===== config.mk =====
export PLATFORM = sky130hd
export DESIGN_NAME = crf_top
export DESIGN_NICKNAME = d
export VERILOG_FILES = /design/src/rtl/crf_pkg.sv /design/src/rtl/crf_top.sv /design/src/rtl/crf_wreg_ram.sv
export SDC_FILE = /design/constraint.sdc
export NUM_CORES = 1
export LEC_CHECK = 0
export ABC_AREA = 1
export BUFFER_PORTS_ARGS = -buffer_cell sky130_fd_sc_hd__buf_2
export CAP_MARGIN = 20
export CORE_MARGIN = 2
export CORE_UTILIZATION = 55
export DETAILED_ROUTE_END_ITERATION = 16
export GPL_TIMING_DRIVEN = 0
export HOLD_SLACK_MARGIN = 0.1
export PLACE_DENSITY = 0.76
export SLEW_MARGIN = 0
export SYNTH_ARGS = -nofsm -noshare
export SYNTH_HDL_FRONTEND = slang
export SYNTH_SLANG_ARGS = --single-unit

===== constraint.sdc =====
create_clock -name clk_sys -period 16.6 [get_ports clk_sys]
set_input_delay 0.83 -clock clk_sys [delete_from_list [all_inputs] [get_ports clk_sys]]
set_output_delay 0.83 -clock clk_sys [all_outputs]
set_load 0.05 [all_outputs]

===== src/rtl/crf_pkg.sv =====
// Constants shared by the core register file and its working-register memory.
// Assumes an 8-bit core whose special function registers sit at 0x80 and above.
`default_nettype none

package crf_pkg;

  // ==========================================================================
  // Special function register byte offsets
  localparam logic [7:0] OFS_STACK_POINTER   = 8'h81;
  localparam logic [7:0] OFS_PTR0_LOW        = 8'h82;
  localparam logic [7:0] OFS_PTR0_HIGH       = 8'h83;
  localparam logic [7:0] OFS_PTR1_LOW        = 8'h84;
  localparam logic [7:0] OFS_PTR1_HIGH       = 8'h85;
  localparam logic [7:0] OFS_POINTER_SELECT  = 8'h92;
  localparam logic [7:0] OFS_STATUS_WORD     = 8'hd0;
  localparam logic [7:0] OFS_ACCUMULATOR     = 8'he0;
  localparam logic [7:0] OFS_MULDIV_OPERAND  = 8'hf0;

  // ==========================================================================
  // Reset values
  localparam logic [7:0] RST_STACK_POINTER   = 8'h07;
  localparam logic [7:0] RST_BYTE            = 8'h00;

  // ==========================================================================
  // Status word field positions
  localparam int unsigned PSW_CARRY          = 7;
  localparam int unsigned PSW_NIBBLE_CARRY   = 6;
  localparam int unsigned PSW_USER_ZERO      = 5;
  localparam int unsigned PSW_BANK_HI        = 4;
  localparam int unsigned PSW_BANK_LO        = 3;
  localparam int unsigned PSW_OVERFLOW       = 2;
  localparam int unsigned PSW_USER_ONE       = 1;
  localparam int unsigned PSW_PARITY         = 0;

  // ==========================================================================
  // Working-register banks and address windows
  localparam int unsigned WREG_ADDR_W        = 5;
  localparam int unsigned WREG_DEPTH         = 32;
  localparam logic [15:0] XWIN_FIRST         = 16'hff00;
  localparam logic [15:0] XWIN_LAST          = 16'hff1f;
  localparam logic [7:0]  DIRECT_SFR_FIRST   = 8'h80;
  localparam int unsigned PAGE_BITS          = 11;

  // ==========================================================================
  // Arithmetic flag-update kinds
  localparam logic [1:0] FOP_ADD             = 2'h0;
  localparam logic [1:0] FOP_SUB             = 2'h1;
  localparam logic [1:0] FOP_MULDIV          = 2'h2;
  localparam logic [1:0] FOP_OTHER           = 2'h3;

  // Branch target kinds
  localparam logic [1:0] TGT_PAGE            = 2'h0;
  localparam logic [1:0] TGT_REL             = 2'h1;
  localparam logic [1:0] TGT_LONG            = 2'h2;

endpackage

`default_nettype wire


===== src/rtl/crf_top.sv =====
// Architectural register set of the core: pointers, banks, status word, stack.
// Assumes the execution datapath drives one-cycle request pulses synchronous to clk_sys.
`timescale 1ns/10ps
`default_nettype none

module crf_top (
  input  wire logic        clk_sys,
  input  wire logic        nrst,
  input  wire logic        clk_en,
  // Register port
  input  wire logic [7:0]  sfr_addr,
  input  wire logic        sfr_rd,
  input  wire logic        sfr_wr,
  input  wire logic [7:0]  sfr_wdata,
  input  wire logic        sfr_bit_wr,
  input  wire logic [2:0]  sfr_bit_idx,
  input  wire logic        sfr_bit_val,
  output logic      [7:0]  sfr_rdata_q,
  // Datapath results
  input  wire logic        acc_wr,
  input  wire logic [7:0]  acc_wdata,
  input  wire logic        b_wr,
  input  wire logic [7:0]  b_wdata,
  input  wire logic        flag_upd,
  input  wire logic [1:0]  flag_op,
  input  wire logic        flag_cy,
  input  wire logic        flag_ac,
  input  wire logic        flag_ov,
  // Pointer operations
  input  wire logic        ptr_load,
  input  wire logic [15:0] ptr_load_val,
  input  wire logic        ptr_inc,
  // Stack
  input  wire logic        push,
  input  wire logic [7:0]  push_data,
  input  wire logic        pop,
  // Working registers and address windows
  input  wire logic        wreg_rd,
  input  wire logic        wreg_wr,
  input  wire logic [2:0]  wreg_idx,
  input  wire logic [7:0]  wreg_wdata,
  input  wire logic        xd_req,
  input  wire logic        xd_wr,
  input  wire logic [15:0] xd_addr,
  input  wire logic [7:0]  xd_wdata,
  input  wire logic        ind_req,
  input  wire logic        ind_sel,
  input  wire logic        dir_req,
  input  wire logic [7:0]  dir_addr,
  // Branch targets
  input  wire logic        tgt_req,
  input  wire logic [1:0]  tgt_kind,
  input  wire logic [15:0] next_pc,
  input  wire logic [15:0] tgt_off,
  // Results
  output logic      [7:0]  ram_rdata_q,
  output logic             ram_rvld_q,
  output logic      [15:0] dptr_q,
  output logic      [7:0]  psw_q,
  output logic      [7:0]  acc_q,
  output logic      [7:0]  b_q,
  output logic      [7:0]  sp_q,
  output logic      [1:0]  bank_q,
  output logic      [7:0]  ind_addr_q,
  output logic             ind_vld_q,
  output logic      [7:0]  dir_addr_q,
  output logic             dir_is_sfr_q,
  output logic             dir_is_ram_q,
  output logic             stk_wr_q,
  output logic             stk_rd_q,
  output logic      [7:0]  stk_addr_q,
  output logic      [7:0]  stk_data_q,
  output logic      [15:0] tgt_pc_q,
  output logic             tgt_vld_q
);

  typedef struct packed {
    logic [7:0]  sp;
    logic [7:0]  pointer0_low_byte;
    logic [7:0]  pointer0_high_byte;
    logic [7:0]  pointer1_low_byte;
    logic [7:0]  pointer1_high_byte;
    logic        pointer_select;
    logic [7:0]  processor_status_word;
    logic [7:0]  acc;
    logic [7:0]  b;
    logic [7:0]  rdata;
    logic [15:0] dptr;
    logic [1:0]  bank;
    logic        rvld;
    logic        ind_pend;
    logic [7:0]  ind_addr;
    logic        ind_vld;
    logic [7:0]  dir_addr;
    logic        dir_sfr;
    logic        dir_ram;
    logic        stk_wr;
    logic        stk_rd;
    logic [7:0]  stk_addr;
    logic [7:0]  stk_data;
    logic [15:0] tgt;
    logic        tgt_vld;
  } crf_state_t;

  crf_state_t st_q;
  crf_state_t st_d;
  logic [1:0] rsync_q;
  logic       rst_n_q;
  logic       mem_we;
  logic [4:0] mem_addr;
  logic [7:0] mem_wdata;
  logic [7:0] mem_rdata;
  logic [7:0] sp_inc;
  logic       xd_hit;

  // Address of register idx in the given bank: bank n covers 8n..8n+7
  function automatic logic [4:0] wreg_addr(input logic [1:0] bank, input logic [2:0] idx);
    wreg_addr = {bank, idx};
  endfunction

  // Byte view of a register, shared by read-back and read-modify bit writes
  function automatic logic [7:0] sfr_view(input crf_state_t s, input logic [7:0] a);
    case (a)
      crf_pkg::OFS_STACK_POINTER:  sfr_view = s.sp;
      crf_pkg::OFS_PTR0_LOW:       sfr_view = s.pointer0_low_byte;
      crf_pkg::OFS_PTR0_HIGH:      sfr_view = s.pointer0_high_byte;
      crf_pkg::OFS_PTR1_LOW:       sfr_view = s.pointer1_low_byte;
      crf_pkg::OFS_PTR1_HIGH:      sfr_view = s.pointer1_high_byte;
      crf_pkg::OFS_POINTER_SELECT: sfr_view = {7'h00, s.pointer_select};
      crf_pkg::OFS_STATUS_WORD:    sfr_view = s.processor_status_word;
      crf_pkg::OFS_ACCUMULATOR:    sfr_view = s.acc;
      crf_pkg::OFS_MULDIV_OPERAND: sfr_view = s.b;
      default:                     sfr_view = 8'h00;
    endcase
  endfunction

  // ==========================================================================
  // Reset release through two flops; assertion stays asynchronous
  always_ff @(posedge clk_sys or negedge nrst) begin
    if (!nrst) begin
      rsync_q <= 2'h0;
    end else begin
      rsync_q <= {rsync_q[0], 1'b1};
    end
  end
  assign rst_n_q = rsync_q[1];

  // ==========================================================================
  // Working-register memory port; one access a cycle, push has priority
  assign sp_inc = st_q.sp + 8'h01;
  assign xd_hit = (xd_addr >= crf_pkg::XWIN_FIRST) && (xd_addr <= crf_pkg::XWIN_LAST);

  always_comb begin
    mem_we    = 1'b0;
    mem_wdata = 8'h00;
    mem_addr  = wreg_addr(st_q.bank, wreg_idx);
    if (push && (sp_inc[7:5] == 3'h0)) begin
      mem_we    = 1'b1;
      mem_addr  = sp_inc[4:0];
      mem_wdata = push_data;
    end else if (wreg_wr) begin
      mem_we    = 1'b1;
      mem_wdata = wreg_wdata;
    end else if (xd_req && xd_hit) begin
      mem_we    = xd_wr;
      mem_addr  = xd_addr[4:0];
      mem_wdata = xd_wdata;
    end else if (ind_req) begin
      mem_addr  = wreg_addr(st_q.bank, {2'h0, ind_sel});
    end
  end

  crf_wreg_ram u_ram (
    .clk_sys (clk_sys),
    .rst_n   (rst_n_q),
    .clk_en  (clk_en),
    .we      (mem_we),
    .addr    (mem_addr),
    .wdata   (mem_wdata),
    .rdata_q (mem_rdata)
  );

  // ==========================================================================
  // Register state: datapath effects first, software writes override
  always_comb begin
    logic [7:0] v;
    v             = 8'h00;
    st_d          = st_q;
    st_d.stk_wr   = 1'b0;
    st_d.stk_rd   = 1'b0;
    st_d.ind_vld  = 1'b0;
    st_d.tgt_vld  = 1'b0;
    st_d.rvld     = !mem_we && (wreg_rd || (xd_req && xd_hit) || ind_req);
    // Indirect fetch outranks a plain register read, so it must not be dropped by one
    st_d.ind_pend = !mem_we && !(xd_req && xd_hit) && ind_req;
    // Indirect address becomes the register contents one cycle after the read
    if (st_q.ind_pend) begin
      st_d.ind_addr = mem_rdata;
      st_d.ind_vld  = 1'b1;
    end
    if (acc_wr) begin
      st_d.acc = acc_wdata;
    end
    if (b_wr) begin
      st_d.b = b_wdata;
    end
    // Arithmetic flags; carry kinds only count for add and subtract
    if (flag_upd) begin
      st_d.processor_status_word[crf_pkg::PSW_CARRY] = flag_cy && (flag_op == crf_pkg::FOP_ADD ||
                                                 flag_op == crf_pkg::FOP_SUB);
      st_d.processor_status_word[crf_pkg::PSW_NIBBLE_CARRY] = flag_ac && (flag_op == crf_pkg::FOP_ADD ||
                                                        flag_op == crf_pkg::FOP_SUB);
      st_d.processor_status_word[crf_pkg::PSW_OVERFLOW] = flag_ov && (flag_op != crf_pkg::FOP_OTHER);
    end
    // Active pointer load or increment
    if (ptr_load || ptr_inc) begin
      if (st_q.pointer_select) begin
        {st_d.pointer1_high_byte, st_d.pointer1_low_byte} = ptr_load ? ptr_load_val : {st_q.pointer1_high_byte, st_q.pointer1_low_byte} + 16'h0001;
      end else begin
        {st_d.pointer0_high_byte, st_d.pointer0_low_byte} = ptr_load ? ptr_load_val : {st_q.pointer0_high_byte, st_q.pointer0_low_byte} + 16'h0001;
      end
    end
    // Stack: pre-increment on push, post-decrement on pop
    if (push) begin
      st_d.sp       = sp_inc;
      st_d.stk_wr   = 1'b1;
      st_d.stk_addr = sp_inc;
      st_d.stk_data = push_data;
    end else if (pop) begin
      st_d.sp       = st_q.sp - 8'h01;
      st_d.stk_rd   = 1'b1;
      st_d.stk_addr = st_q.sp;
    end
    // Software byte and bit writes win over datapath updates
    if (sfr_wr || sfr_bit_wr) begin
      v = sfr_wdata;
      if (!sfr_wr) begin
        v = sfr_view(st_d, sfr_addr);
        v[sfr_bit_idx] = sfr_bit_val;
      end
      case (sfr_addr)
        crf_pkg::OFS_STACK_POINTER:  st_d.sp = v;
        crf_pkg::OFS_PTR0_LOW:       st_d.pointer0_low_byte = v;
        crf_pkg::OFS_PTR0_HIGH:      st_d.pointer0_high_byte = v;
        crf_pkg::OFS_PTR1_LOW:       st_d.pointer1_low_byte = v;
        crf_pkg::OFS_PTR1_HIGH:      st_d.pointer1_high_byte = v;
        crf_pkg::OFS_POINTER_SELECT: st_d.pointer_select = v[0];
        crf_pkg::OFS_STATUS_WORD:    st_d.processor_status_word = v;
        crf_pkg::OFS_ACCUMULATOR:    st_d.acc = v;
        crf_pkg::OFS_MULDIV_OPERAND: st_d.b = v;
        default:                     st_d.pointer_select = st_d.pointer_select;
      endcase
    end
    // Parity always follows the accumulator; a written parity bit does not stick
    st_d.processor_status_word[crf_pkg::PSW_PARITY] = ^st_d.acc;
    st_d.bank = st_d.processor_status_word[crf_pkg::PSW_BANK_HI:crf_pkg::PSW_BANK_LO];
    st_d.dptr = st_d.pointer_select ? {st_d.pointer1_high_byte, st_d.pointer1_low_byte} : {st_d.pointer0_high_byte, st_d.pointer0_low_byte};
    if (sfr_rd) begin
      st_d.rdata = sfr_view(st_q, sfr_addr);
    end
    // Direct operand routing by address half
    if (dir_req) begin
      st_d.dir_addr = dir_addr;
      st_d.dir_sfr  = (dir_addr >= crf_pkg::DIRECT_SFR_FIRST);
      st_d.dir_ram  = (dir_addr <  crf_pkg::DIRECT_SFR_FIRST);
    end
    // Branch target formation
    if (tgt_req) begin
      st_d.tgt_vld = 1'b1;
      case (tgt_kind)
        crf_pkg::TGT_PAGE: st_d.tgt = {next_pc[15:crf_pkg::PAGE_BITS],
                                       tgt_off[crf_pkg::PAGE_BITS-1:0]};
        crf_pkg::TGT_REL:  st_d.tgt = next_pc + {{8{tgt_off[7]}}, tgt_off[7:0]};
        default:           st_d.tgt = tgt_off;
      endcase
    end
  end

  // Whole state frozen while the clock enable is low
  always_ff @(posedge clk_sys or negedge rst_n_q) begin
    if (!rst_n_q) begin
      st_q    <= '0;
      st_q.sp <= crf_pkg::RST_STACK_POINTER;
    end else if (clk_en) begin
      st_q <= st_d;
    end
  end

  // ==========================================================================
  // Outputs, all straight from flops
  assign sfr_rdata_q  = st_q.rdata;
  assign ram_rdata_q  = mem_rdata;
  assign ram_rvld_q   = st_q.rvld;
  assign dptr_q       = st_q.dptr;
  assign psw_q        = st_q.processor_status_word;
  assign acc_q        = st_q.acc;
  assign b_q          = st_q.b;
  assign sp_q         = st_q.sp;
  assign bank_q       = st_q.bank;
  assign ind_addr_q   = st_q.ind_addr;
  assign ind_vld_q    = st_q.ind_vld;
  assign dir_addr_q   = st_q.dir_addr;
  assign dir_is_sfr_q = st_q.dir_sfr;
  assign dir_is_ram_q = st_q.dir_ram;
  assign stk_wr_q     = st_q.stk_wr;
  assign stk_rd_q     = st_q.stk_rd;
  assign stk_addr_q   = st_q.stk_addr;
  assign stk_data_q   = st_q.stk_data;
  assign tgt_pc_q     = st_q.tgt;
  assign tgt_vld_q    = st_q.tgt_vld;

  // ==========================================================================
  // Checks
  property p_push_addr;
    @(posedge clk_sys) disable iff (!rst_n_q)
    (clk_en && push) |=> (stk_wr_q && stk_addr_q == $past(sp_q) + 8'h01 && sp_q == stk_addr_q);
  endproperty
  a_push_addr: assert property (p_push_addr) else $error("push address wrong");

  property p_parity;
    @(posedge clk_sys) disable iff (!rst_n_q)
    psw_q[crf_pkg::PSW_PARITY] == ^acc_q;
  endproperty
  a_parity: assert property (p_parity) else $error("parity mismatch");

  property p_dps_read;
    @(posedge clk_sys) disable iff (!rst_n_q)
    (clk_en && sfr_rd && sfr_addr == crf_pkg::OFS_POINTER_SELECT)
      |=> (sfr_rdata_q[7:1] == 7'h00 && sfr_rdata_q[0] == $past(st_q.pointer_select));
  endproperty
  a_dps_read: assert property (p_dps_read) else $error("select read wrong");

  property p_ptr_sel;
    @(posedge clk_sys) disable iff (!rst_n_q)
    dptr_q == (st_q.pointer_select ? {st_q.pointer1_high_byte, st_q.pointer1_low_byte} : {st_q.pointer0_high_byte, st_q.pointer0_low_byte});
  endproperty
  a_ptr_sel: assert property (p_ptr_sel) else $error("active pointer wrong");

  property p_carry_add;
    @(posedge clk_sys) disable iff (!rst_n_q)
    (clk_en && flag_upd && flag_op == crf_pkg::FOP_ADD && !sfr_wr && !sfr_bit_wr)
      |=> psw_q[crf_pkg::PSW_CARRY] == $past(flag_cy);
  endproperty
  a_carry_add: assert property (p_carry_add) else $error("carry not taken");

  property p_dir_split;
    @(posedge clk_sys) disable iff (!rst_n_q)
    (clk_en && dir_req) |=> (dir_is_sfr_q == $past(dir_addr[7]) && dir_is_ram_q != dir_is_sfr_q);
  endproperty
  a_dir_split: assert property (p_dir_split) else $error("direct split wrong");

  property p_ind_done;
    @(posedge clk_sys) disable iff (!rst_n_q)
    (clk_en && st_q.ind_pend) |=> (ind_vld_q && ind_addr_q == $past(mem_rdata));
  endproperty
  a_ind_done: assert property (p_ind_done) else $error("indirect address late");

  property p_page_tgt;
    @(posedge clk_sys) disable iff (!rst_n_q)
    (clk_en && tgt_req && tgt_kind == crf_pkg::TGT_PAGE)
      |=> (tgt_vld_q && tgt_pc_q[15:11] == $past(next_pc[15:11])
           && tgt_pc_q[10:0] == $past(tgt_off[10:0]));
  endproperty
  a_page_tgt: assert property (p_page_tgt) else $error("page target wrong");

  property p_bank;
    @(posedge clk_sys) disable iff (!rst_n_q)
    bank_q == psw_q[crf_pkg::PSW_BANK_HI:crf_pkg::PSW_BANK_LO];
  endproperty
  a_bank: assert property (p_bank) else $error("bank select mismatch");

endmodule

`default_nettype wire


===== src/rtl/crf_wreg_ram.sv =====
// Memory holding the four banks of eight working registers.
// Assumes the caller arbitrates to one access per cycle; read data is registered.
`timescale 1ns/10ps
`default_nettype none

module crf_wreg_ram (
  input  wire logic                          clk_sys,
  input  wire logic                          rst_n,
  input  wire logic                          clk_en,
  input  wire logic                          we,
  input  wire logic [crf_pkg::WREG_ADDR_W-1:0] addr,
  input  wire logic [7:0]                    wdata,
  output logic      [7:0]                    rdata_q
);

  typedef struct packed {
    logic [crf_pkg::WREG_DEPTH-1:0][7:0] mem;
    logic [7:0]                          rdata;
  } crf_ram_state_t;

  crf_ram_state_t st_q;
  crf_ram_state_t st_d;

  // ==========================================================================
  // Next state: write or registered read
  always_comb begin
    st_d = st_q;
    if (we) begin
      st_d.mem[addr] = wdata;
    end else begin
      st_d.rdata = st_q.mem[addr];
    end
  end

  // Cleared at reset so simulation never reads unknown register contents
  always_ff @(posedge clk_sys or negedge rst_n) begin
    if (!rst_n) begin
      st_q <= '0;
    end else if (clk_en) begin
      st_q <= st_d;
    end
  end

  assign rdata_q = st_q.rdata;

endmodule

`default_nettype wire


==> results.json, run 1 <==
{
  "fillers": 3992,
  "ys_seq_area_share_pct": 42.78,
  "number_of_antenna_violations_at_the_first_check_in_global_routing": 3,
  "hold_path_class": "reg2reg",
  "drtIter0Drc": 3543,
  "cts_buffers": 46,
  "postRouteWirelength_um": 92290,
  "cell_pwr_density_mw_per_mm2": 143.9,
  "finalWeightedCongestion": 1.124,
  "finalSetupViolations": 0,
  "grt_setup_unrepaired": "no",
  "h-tree-depth": 2,
  "post_route_cells_drive_above_1_share_pct": 16.31,
  "clock_sink_count": 411,
  "net_count_after_synthesis": 3574,
  "floorplan.initialDensity_pct": 55.83,
  "cts.root.buffer_cell": "sky130_fd_sc_hd__clkbuf_16",
  "finish.net_count": 3913,
  "synthDistinctLibCells": 55,
  "post-route-period-util_pct": 25.63,
  "final_critical_path_setup_slack_ns": 12.35,
  "timing.fmax_ghz": 0.2351,
  "worstSetupStartpointType": "flop",
  "regToRegStartpoint": "sp_q[2]",
  "postCtsSetupRepairBufs": 0,
  "place_worst_setup_slack_ns": 12.16,
  "io-pin-count": 284,
  "synth-edff-count": 0,
  "synth-main-ff-cell": "sky130_fd_sc_hd__dfrtp_1",
  "clock_latency_ns": 0.60,
  "drv_slew": 0,
  "r2r_cells": 13,
  "status": "completed",
  "overflow": 0,
  "ys_async_sr_fraction_pct": 100.0,
  "end_kind": "flop",
  "placedCellCount": 4265,
  "post_synth_inst_count": 3390,
  "ir_drop_v": 0.0001214,
  "total_leakage_power_uw": 0.01425,
  "grt_pass1_wl_um": 137600,
  "finish.cell_count_without_fillers": 4352,
  "syn2layout_area_growth_pct": 16.77,
  "groute.usage.overall_pct": 40.68,
  "grt_start_max_net_pins": 73,
  "rows": 76,
  "period_needed_ns": 4.254,
  "worst_ep_required_time_ns": 17.11,
  "critical_path_start_end_classification": "reg2reg",
  "post_cts_resized": 0,
  "cts-hold-fix-buffers": 1,
  "yosys_warnings": 0,
  "tritoncts": "yes",
  "drtAntennaViolNets": 0,
  "worst_ep_arrival_ns": 4.77,
  "worstPathMaxFanout": 10,
  "core-area_mm2": 0.04308,
  "ys_seq_elements": 411,
  "worst_reg_to_reg_setup_slack_ns": 12.35,
  "vias": 25490,
  "drv_cap": 0,
  "number_of_global_route_vias_before_repair": 23410,
  "crit-reg2reg-capture": "u_ram.st_q[132]",
  "design.die.area_mm2": 0.04541,
  "io_buffers": 281,
  "clk_pin_slew_worst_paths_ns": 0.06,
  "crit_end": "u_ram.st_q[132]",
  "fin_skew_ns": 0.02083,
  "overall_die_width_um": 213.1,
  "crit_start": "sp_q[2]",
  "dr.pass1.iters": 6,
  "mapped_avg_cell_area_um2": 7.094,
  "drcViolationCount": 0,
  "clockBufferDepth": 3,
  "worst_slew_pin_slew_ns": 1.207,
  "synthesis.area_mm2": 0.02405,
  "worst_slew_margin_rel_pct": 18.47,
  "avgRoutedWirePerCell_um": 21.21,
  "final-hold-violation-count": 0,
  "fp.dieH_um": 213.1,
  "post-dp-hpwl_um": 68340,
  "drt-vias-per-instance": 5.857
}
[layout make-up]
| cell class | count | area [um2] | share of cell area, % |
|---|---|---|---|
| clock buffer | 61 | 1308 | 4.656 |
| multi-input combinational | 2440 | 11190 | 39.84 |
| clock inverter | 23 | 389.1 | 1.386 |
| buffer | 269 | 1559 | 5.551 |
| sequential | 411 | 10290 | 36.65 |
| inverter | 270 | 1013 | 3.609 |
| tap | 585 | 732.0 | 2.606 |
| antenna | 2 | 5.005 | 0.01782 |
| timing repair buffer | 291 | 1597 | 5.685 |
[sequential cells by signal, summed over array words and instances (netlist names)]
signal	cells
acc_q	8
dptr_q	16
ind_addr_q	8
dir_addr_q	8
rsync_q	2
stk_rd_q	1
st_q	34
psw_q	8
sfr_rdata_q	8
tgt_vld_q	1
u_ram.rdata_q	8
dir_is_ram_q	1
b_q	8
ind_vld_q	1
stk_wr_q	1
dir_is_sfr_q	1
u_ram.st_q	256
sp_q	8
stk_addr_q	8
ram_rvld_q	1
tgt_pc_q	16
stk_data_q	8
[cell families (layout without fill, tap and decap cells)]
| kind of cell | after synthesis | after routing | share of synthesized area, % |
|---|---|---|---|
| adders and majority gates | 21 | 21 | 1.124 |
| other | 1 | 3 | 0.01559 |
| AOI/OAI and AO/OA | 667 | 667 | 14.76 |
| buffers and inverters | 539 | 914 | 10.70 |
| muxes | 4 | 4 | 0.1821 |
| xor gates and xnor gates | 8 | 8 | 0.2914 |
| and+or+nand+nor | 1739 | 1739 | 30.15 |
| DFF | 411 | 411 | 42.78 |
[routing by layer]
layer / vias to the layer above / global-route usage [%] / routed length [um]
met5: - / 0.5562 / 13
met4: 2 / 21.53 / 5915
met3: 363 / 12.27 / 12500
met2: 1693 / 59.34 / 38380
met1: 11890 / 54.45 / 35480
li1: 11540 / - / -
[power breakdown]
group | leakage, uW | internal, uW | switching [uW]
Sequential | 0.00518 | 1270 | 178
Clock | 0.000834 | 710 | 451
Combinational | 0.00824 | 420 | 1010
Total | 0.0142 | 2400 | 1640
[synthesized netlist by cell type, types with 6 or more instances]
cell type | n | area share, %
sky130_fd_sc_hd__o211ai_1 | 12 | 0.37
sky130_fd_sc_hd__o22ai_1 | 21 | 0.55
sky130_fd_sc_hd__buf_4 | 130 | 4.1
sky130_fd_sc_hd__nand3_1 | 234 | 4.9
sky130_fd_sc_hd__nor2_1 | 321 | 5.0
sky130_fd_sc_hd__nor3_1 | 11 | 0.23
sky130_fd_sc_hd__nand4_1 | 34 | 0.88
sky130_fd_sc_hd__clkinv_1 | 7 | 0.11
sky130_fd_sc_hd__inv_1 | 258 | 4.0
sky130_fd_sc_hd__ha_1 | 20 | 1.0
sky130_fd_sc_hd__a22o_1 | 8 | 0.29
sky130_fd_sc_hd__a21oi_1 | 216 | 4.5
sky130_fd_sc_hd__nand2_1 | 1078 | 17
sky130_fd_sc_hd__clkbuf_1 | 90 | 1.4
sky130_fd_sc_hd__or2_2 | 19 | 0.49
sky130_fd_sc_hd__o41ai_1 | 6 | 0.22
sky130_fd_sc_hd__dfrtp_1 | 408 | 42
sky130_fd_sc_hd__nor2_4 | 26 | 1.2
sky130_fd_sc_hd__o21ai_0 | 369 | 7.7
sky130_fd_sc_hd__buf_2 | 43 | 0.89
[cell usage in the layout, fill, tap and decap left out, types with 3 or more instances in the layout]
cell type                   synthesis  routed
sky130_fd_sc_hd__nor2_1           321     321
sky130_fd_sc_hd__bufinv_16          0      10
sky130_fd_sc_hd__o21ai_0          369     369
sky130_fd_sc_hd__nor2_4            26      26
sky130_fd_sc_hd__a22o_1             8       8
sky130_fd_sc_hd__xnor2_1            5       5
sky130_fd_sc_hd__nand3_1          234     234
sky130_fd_sc_hd__o211ai_1          12      12
sky130_fd_sc_hd__o21ai_1            5       5
sky130_fd_sc_hd__buf_16             0       5
sky130_fd_sc_hd__a31oi_1            3       3
sky130_fd_sc_hd__o22ai_1           21      21
sky130_fd_sc_hd__nor4_1             3       3
sky130_fd_sc_hd__clkbuf_1          90      95
sky130_fd_sc_hd__nand4_1           34      34
sky130_fd_sc_hd__dfrtp_1          408     407
sky130_fd_sc_hd__clkinv_1           7       7
sky130_fd_sc_hd__nor2_2             3       3
sky130_fd_sc_hd__or2_2             19      19
sky130_fd_sc_hd__inv_1            258     258
sky130_fd_sc_hd__dfstp_2            3       3
sky130_fd_sc_hd__a21oi_1          216     216
sky130_fd_sc_hd__o21a_1             3       3
sky130_fd_sc_hd__nand2_1         1078    1078
sky130_fd_sc_hd__xor2_1             3       3
sky130_fd_sc_hd__inv_2              5       5
sky130_fd_sc_hd__o41ai_1            6       6
sky130_fd_sc_hd__buf_4            130     133
sky130_fd_sc_hd__ha_1              20      20
sky130_fd_sc_hd__o21ai_2            3       3
sky130_fd_sc_hd__mux2_2             3       3
sky130_fd_sc_hd__buf_2             43     324
sky130_fd_sc_hd__o221ai_1           4       4
sky130_fd_sc_hd__buf_1              5       5
sky130_fd_sc_hd__a221oi_1           5       5
sky130_fd_sc_hd__clkbuf_16          0      46
sky130_fd_sc_hd__clkinv_2           0       8
sky130_fd_sc_hd__nor3_1            11      11
sky130_fd_sc_hd__clkbuf_8           0      10
[stage by stage]
step                      TNS (ns)  cell area (um2)  utilization (%)  power [uW]  hold slack (ns)
after floorplan                  0            24050                -        2385           0.3312
after global placement     -206.02            26190            60.79        2807           0.3340
after detailed placement         0            26370            61.22        2836           0.3379
after CTS                        0            28080            65.18        3989           0.3513
after global routing             0            28080            65.19        4212           0.3542
final                            0            28080            65.19        4042           0.3511
[how the worst min path moves through the flow]
stage | startpoint | to | slack [ns] | cells past startpoint
6_report | rsync_q[0] | rsync_q[1] | 0.35 | 0
5_1_grt | rsync_q[0] | rsync_q[1] | 0.35 | 0
4_1_cts | rsync_q[0] | rsync_q[1] | 0.35 | 0
3_5_place_dp | rsync_q[0] | rsync_q[1] | 0.34 | 0
3_3_place_gp | rsync_q[0] | rsync_q[1] | 0.33 | 0
2_1_floorplan | rsync_q[0] | rsync_q[1] | 0.33 | 0
[worst max-delay path, stage by stage (launching register included)]
cell and delay [ns]:
sky130_fd_sc_hd__dfstp_2 0.53, sky130_fd_sc_hd__buf_4 0.16, sky130_fd_sc_hd__nand4_1 0.14, sky130_fd_sc_hd__nor2_1 0.22, sky130_fd_sc_hd__nand3_1 0.10, sky130_fd_sc_hd__nand2_1 0.08, sky130_fd_sc_hd__and2_2 0.17, sky130_fd_sc_hd__nand4_4 0.16
sky130_fd_sc_hd__buf_6 0.20, sky130_fd_sc_hd__buf_2 0.17, sky130_fd_sc_hd__o21ai_1 0.89, sky130_fd_sc_hd__clkinv_1 0.61, sky130_fd_sc_hd__clkbuf_1 0.47, sky130_fd_sc_hd__o21ai_0 0.26
No activity file was read; power rests on OpenSTA's default activity.
==> inputs of run 2 (changes only) <==
--- a/config.mk
+++ b/config.mk
@@ -5,15 +5,15 @@
 export SDC_FILE = /design/constraint.sdc
 export NUM_CORES = 1
 export LEC_CHECK = 0
-export ABC_AREA = 1
+export ABC_AREA = 0
 export BUFFER_PORTS_ARGS = -buffer_cell sky130_fd_sc_hd__buf_2
 export CAP_MARGIN = 20
 export CORE_MARGIN = 2
-export CORE_UTILIZATION = 55
+export CORE_UTILIZATION = 54
 export DETAILED_ROUTE_END_ITERATION = 16
 export GPL_TIMING_DRIVEN = 0
 export HOLD_SLACK_MARGIN = 0.1
-export PLACE_DENSITY = 0.76
+export PLACE_DENSITY = 0.78
 export SLEW_MARGIN = 0
 export SYNTH_ARGS = -nofsm -noshare
 export SYNTH_HDL_FRONTEND = slang
==> constraint.sdc (replaced) <==
create_clock -name clk_sys -period 3.75 [get_ports clk_sys]
set_input_delay 0.1875 -clock clk_sys [delete_from_list [all_inputs] [get_ports clk_sys]]
set_output_delay 0.1875 -clock clk_sys [all_outputs]
set_load 0.05 [all_outputs]
==> run 2 against run 1 <==
Critical path depth rose by 1. Wire length up 7.6%. Area after synthesis up 1.4%. Die area grew 3.3%. Combinational power grew to 6.1 times the previous value. Cell count decreased by 20%. Setup slack worse by 12 ns. Register-to-register slack worse by 12 ns. Largest power group is now combinational logic.
==> results.json, run 2 <==
{
  "post_synth_most_frequent_cells": "sky130_fd_sc_hd__dfrtp_1 (408), sky130_fd_sc_hd__mux2_2 (295), sky130_fd_sc_hd__nand2_1 (239)",
  "mapped_avg_cell_area_um2": 9.978,
  "final-hold-violation-count": 0,
  "number_of_antenna_violations_at_the_first_check_in_global_routing": 3,
  "rows": 77,
  "fillers": 3447,
  "finalSetupViolations": 0,
  "core-area_mm2": 0.04441,
  "ir_drop_v": 0.0005197,
  "drtIter0Drc": 3068,
  "hold_path_class": "reg2async",
  "post-dp-hpwl_um": 73180,
  "final_critical_path_setup_slack_ns": 0.009850,
  "setup_total_negative_slack_ns": 0,
  "synth-edff-count": 0,
  "vias": 22750,
  "clock_latency_ns": 0.61,
  "ys_seq_area_share_pct": 42.17,
  "mostFrequentLayoutCell": "sky130_fd_sc_hd__dfrtp_1",
  "grt_setup_unrepaired": "yes",
  "design.die.area_mm2": 0.04689,
  "io-pin-count": 284,
  "worstPathMaxFanout": 10,
  "drv_cap": 0,
  "post_route_cells_drive_above_1_share_pct": 35.51,
  "cell_pwr_density_mw_per_mm2": 673.0,
  "crit_start": "sp_q[0]",
  "synthesis.area_mm2": 0.02440,
  "largest_registers": "u_ram.st_q x256, st_q x34",
  "finish.net_count": 3040,
  "grt_start_max_net_pins": 72,
  "clk_pin_slew_worst_paths_ns": 0.07,
  "io_buffers": 272,
  "h-tree-depth": 2,
  "cts_buffers": 46,
  "dr.pass1.iters": 7,
  "ys_seq_elements": 411,
  "synth_top_cell_area_share_pct": 41.85,
  "finalPower_uw": 20020,
  "cts.root.buffer_cell": "sky130_fd_sc_hd__clkbuf_16",
  "fin_skew_ns": 0.02056,
  "post-route-period-util_pct": 99.74,
  "overflow": 0,
  "avgRoutedWirePerCell_um": 28.49,
  "floorplan.initialDensity_pct": 54.93,
  "total_leakage_power_uw": 0.01348,
  "yosys_warnings": 0,
  "routing_usage_on_met2_pct": 68.30,
  "multi_input_area_mm2": 0.01289,
  "postRouteWirelength_um": 99310,
  "groute.usage.overall_pct": 41.80,
  "status": "completed",
  "worst_ep_required_time_ns": 4.22,
  "place_worst_setup_slack_ns": -0.8860,
  "clock_sink_count": 411,
  "synth.most_common_cell": "sky130_fd_sc_hd__dfrtp_1",
  "clockBufferDepth": 3,
  "overall_die_width_um": 216.6,
  "grt_most_used_layer": "met2",
  "grt_pass1_wl_um": 144900,
  "finalWeightedCongestion": 1.025,
  "end_kind": "flop",
  "synth-main-ff-cell": "sky130_fd_sc_hd__dfrtp_1",
  "number_of_global_route_vias_before_repair": 22330,
  "drv_slew": 0,
  "ys_async_sr_fraction_pct": 100.0,
  "post_synth_inst_count": 2445,
  "commonest_cells_after_routing_fill_and_taps_aside": "sky130_fd_sc_hd__dfrtp_1 (403), sky130_fd_sc_hd__buf_2 (308), sky130_fd_sc_hd__mux2_2 (295)",
  "period_needed_ns": 3.740,
  "drcViolationCount": 0,
  "drt-vias-per-instance": 6.527,
  "worst_ep_arrival_ns": 4.21,
  "worst_reg_to_reg_setup_slack_ns": 0.01,
  "top_register": "u_ram.st_q",
  "worstSetupStartpointType": "flop",
  "largest_register_ffs": 256,
  "synthDistinctLibCells": 107,
  "net_count_after_synthesis": 2629,
  "fp.dieH_um": 216.6,
  "syn2layout_area_growth_pct": 21.96,
  "tritoncts": "yes",
  "drtAntennaViolNets": 0,
  "worst_slew_margin_rel_pct": 21.55,
  "regToRegStartpoint": "sp_q[0]",
  "critical_path_start_end_classification": "reg2reg",
  "layout.area.seq_mm2": 0.01030,
  "synth.area.top_cells": "sky130_fd_sc_hd__dfrtp_1 (42%), sky130_fd_sc_hd__mux2_2 (14%), sky130_fd_sc_hd__mux2i_1 (4.6%)",
  "timing.fmax_ghz": 0.2674,
  "synth_area_leader_cell": "sky130_fd_sc_hd__dfrtp_1",
  "global_route.usage.met3_pct": 8.140,
  "grt.met1_usage_pct": 50.72,
  "worst_slew_pin_slew_ns": 1.177
}
## run 2: final timing paths
kind / endpoint / cells after the start
setup / recovery: u_ram.rdata_q[2] / 14
hold / removal: stk_data_q[7] / 0
setup reg to reg: u_ram.rdata_q[2] / 14
hold reg to reg: stk_data_q[7] / 0
max in group asynchronous: sp_q[2] / 4
min in group clk_sys: dptr_q[1] / 5
## run 2: cell families after synthesis
logic type / Yosys count / share of synthesized area (%)
xor+xnor: 30 / 1.133
compound gates: 531 / 14.41
fa+ha+maj: 21 / 1.108
other cells: 1 / 0.01537
buf+inv: 318 / 7.221
simple gates: 693 / 13.74
mux: 440 / 20.19
flops: 411 / 42.17
## run 2: area by class of cell
type | count | share of cell area [%]
Multi-Input combinational cell | 1716 | 43.32
Clock buffer | 64 | 4.403
Timing Repair Buffer | 363 | 8.028
Tap cell | 592 | 2.490
Sequential cell | 411 | 34.61
Inverter | 33 | 0.4163
Buffer | 285 | 6.005
Antenna cell | 2 | 0.01682
Clock inverter | 20 | 0.7065
## run 2: what timing repair did
action | 4_1_cts | 5_1_grt
endpoints found under the hold margin | 53 | 0
buffers inserted | 18 | 4
endpoints found under the setup margin | 273 | 259
gates resized for setup | 107 | 78
hold buffers | 61 | 0
cloned | 0 | 0
pin swaps | 12 | 8
## run 2: per-layer routing
| layer | vias up | share of wire, % |
|---|---|---|
| li1 | 9612 | - |
| met1 | 11250 | 36 |
| met2 | 1474 | 47 |
| met3 | 414 | 9.3 |
| met4 | 2 | 7.5 |
| met5 | - | 0.019 |
## run 2: where the power goes
part	switching, uW	internal (uW)	total (uW)
sequential	969	5680	6650
clock	1980	2660	4640
combinational	5600	3140	8730
total	8550	11500	20000
## run 2: critical path, cell delays in order (launching register included)
cell	delay (ns)
sky130_fd_sc_hd__dfstp_2	0.56
sky130_fd_sc_hd__ha_1	0.18
sky130_fd_sc_hd__clkbuf_4	0.21
sky130_fd_sc_hd__and4_1	0.25
sky130_fd_sc_hd__o2111ai_4	0.17
sky130_fd_sc_hd__a21oi_4	0.27
sky130_fd_sc_hd__o31a_1	0.26
sky130_fd_sc_hd__buf_6	0.20
sky130_fd_sc_hd__buf_8	0.20
sky130_fd_sc_hd__buf_8	0.20
sky130_fd_sc_hd__buf_8	0.20
sky130_fd_sc_hd__mux2i_1	0.28
sky130_fd_sc_hd__o22ai_1	0.11
sky130_fd_sc_hd__o21ai_1	0.35
sky130_fd_sc_hd__a31oi_1	0.16
## run 2: stage by stage
step | cell area [um2] | hold WS, ns | cells | util, %
CTS | 29400 | 0.1147 | 3479 | 66.19
finish | 29750 | 0.1192 | 3486 | 66.99
floorplan | 24400 | -0.1081 | 2445 | -
global route | 29750 | 0.1290 | 3486 | 66.99
detailed placement | 26680 | -0.02353 | 3316 | 60.07
global placement | 26500 | -0.02731 | 3309 | 59.67
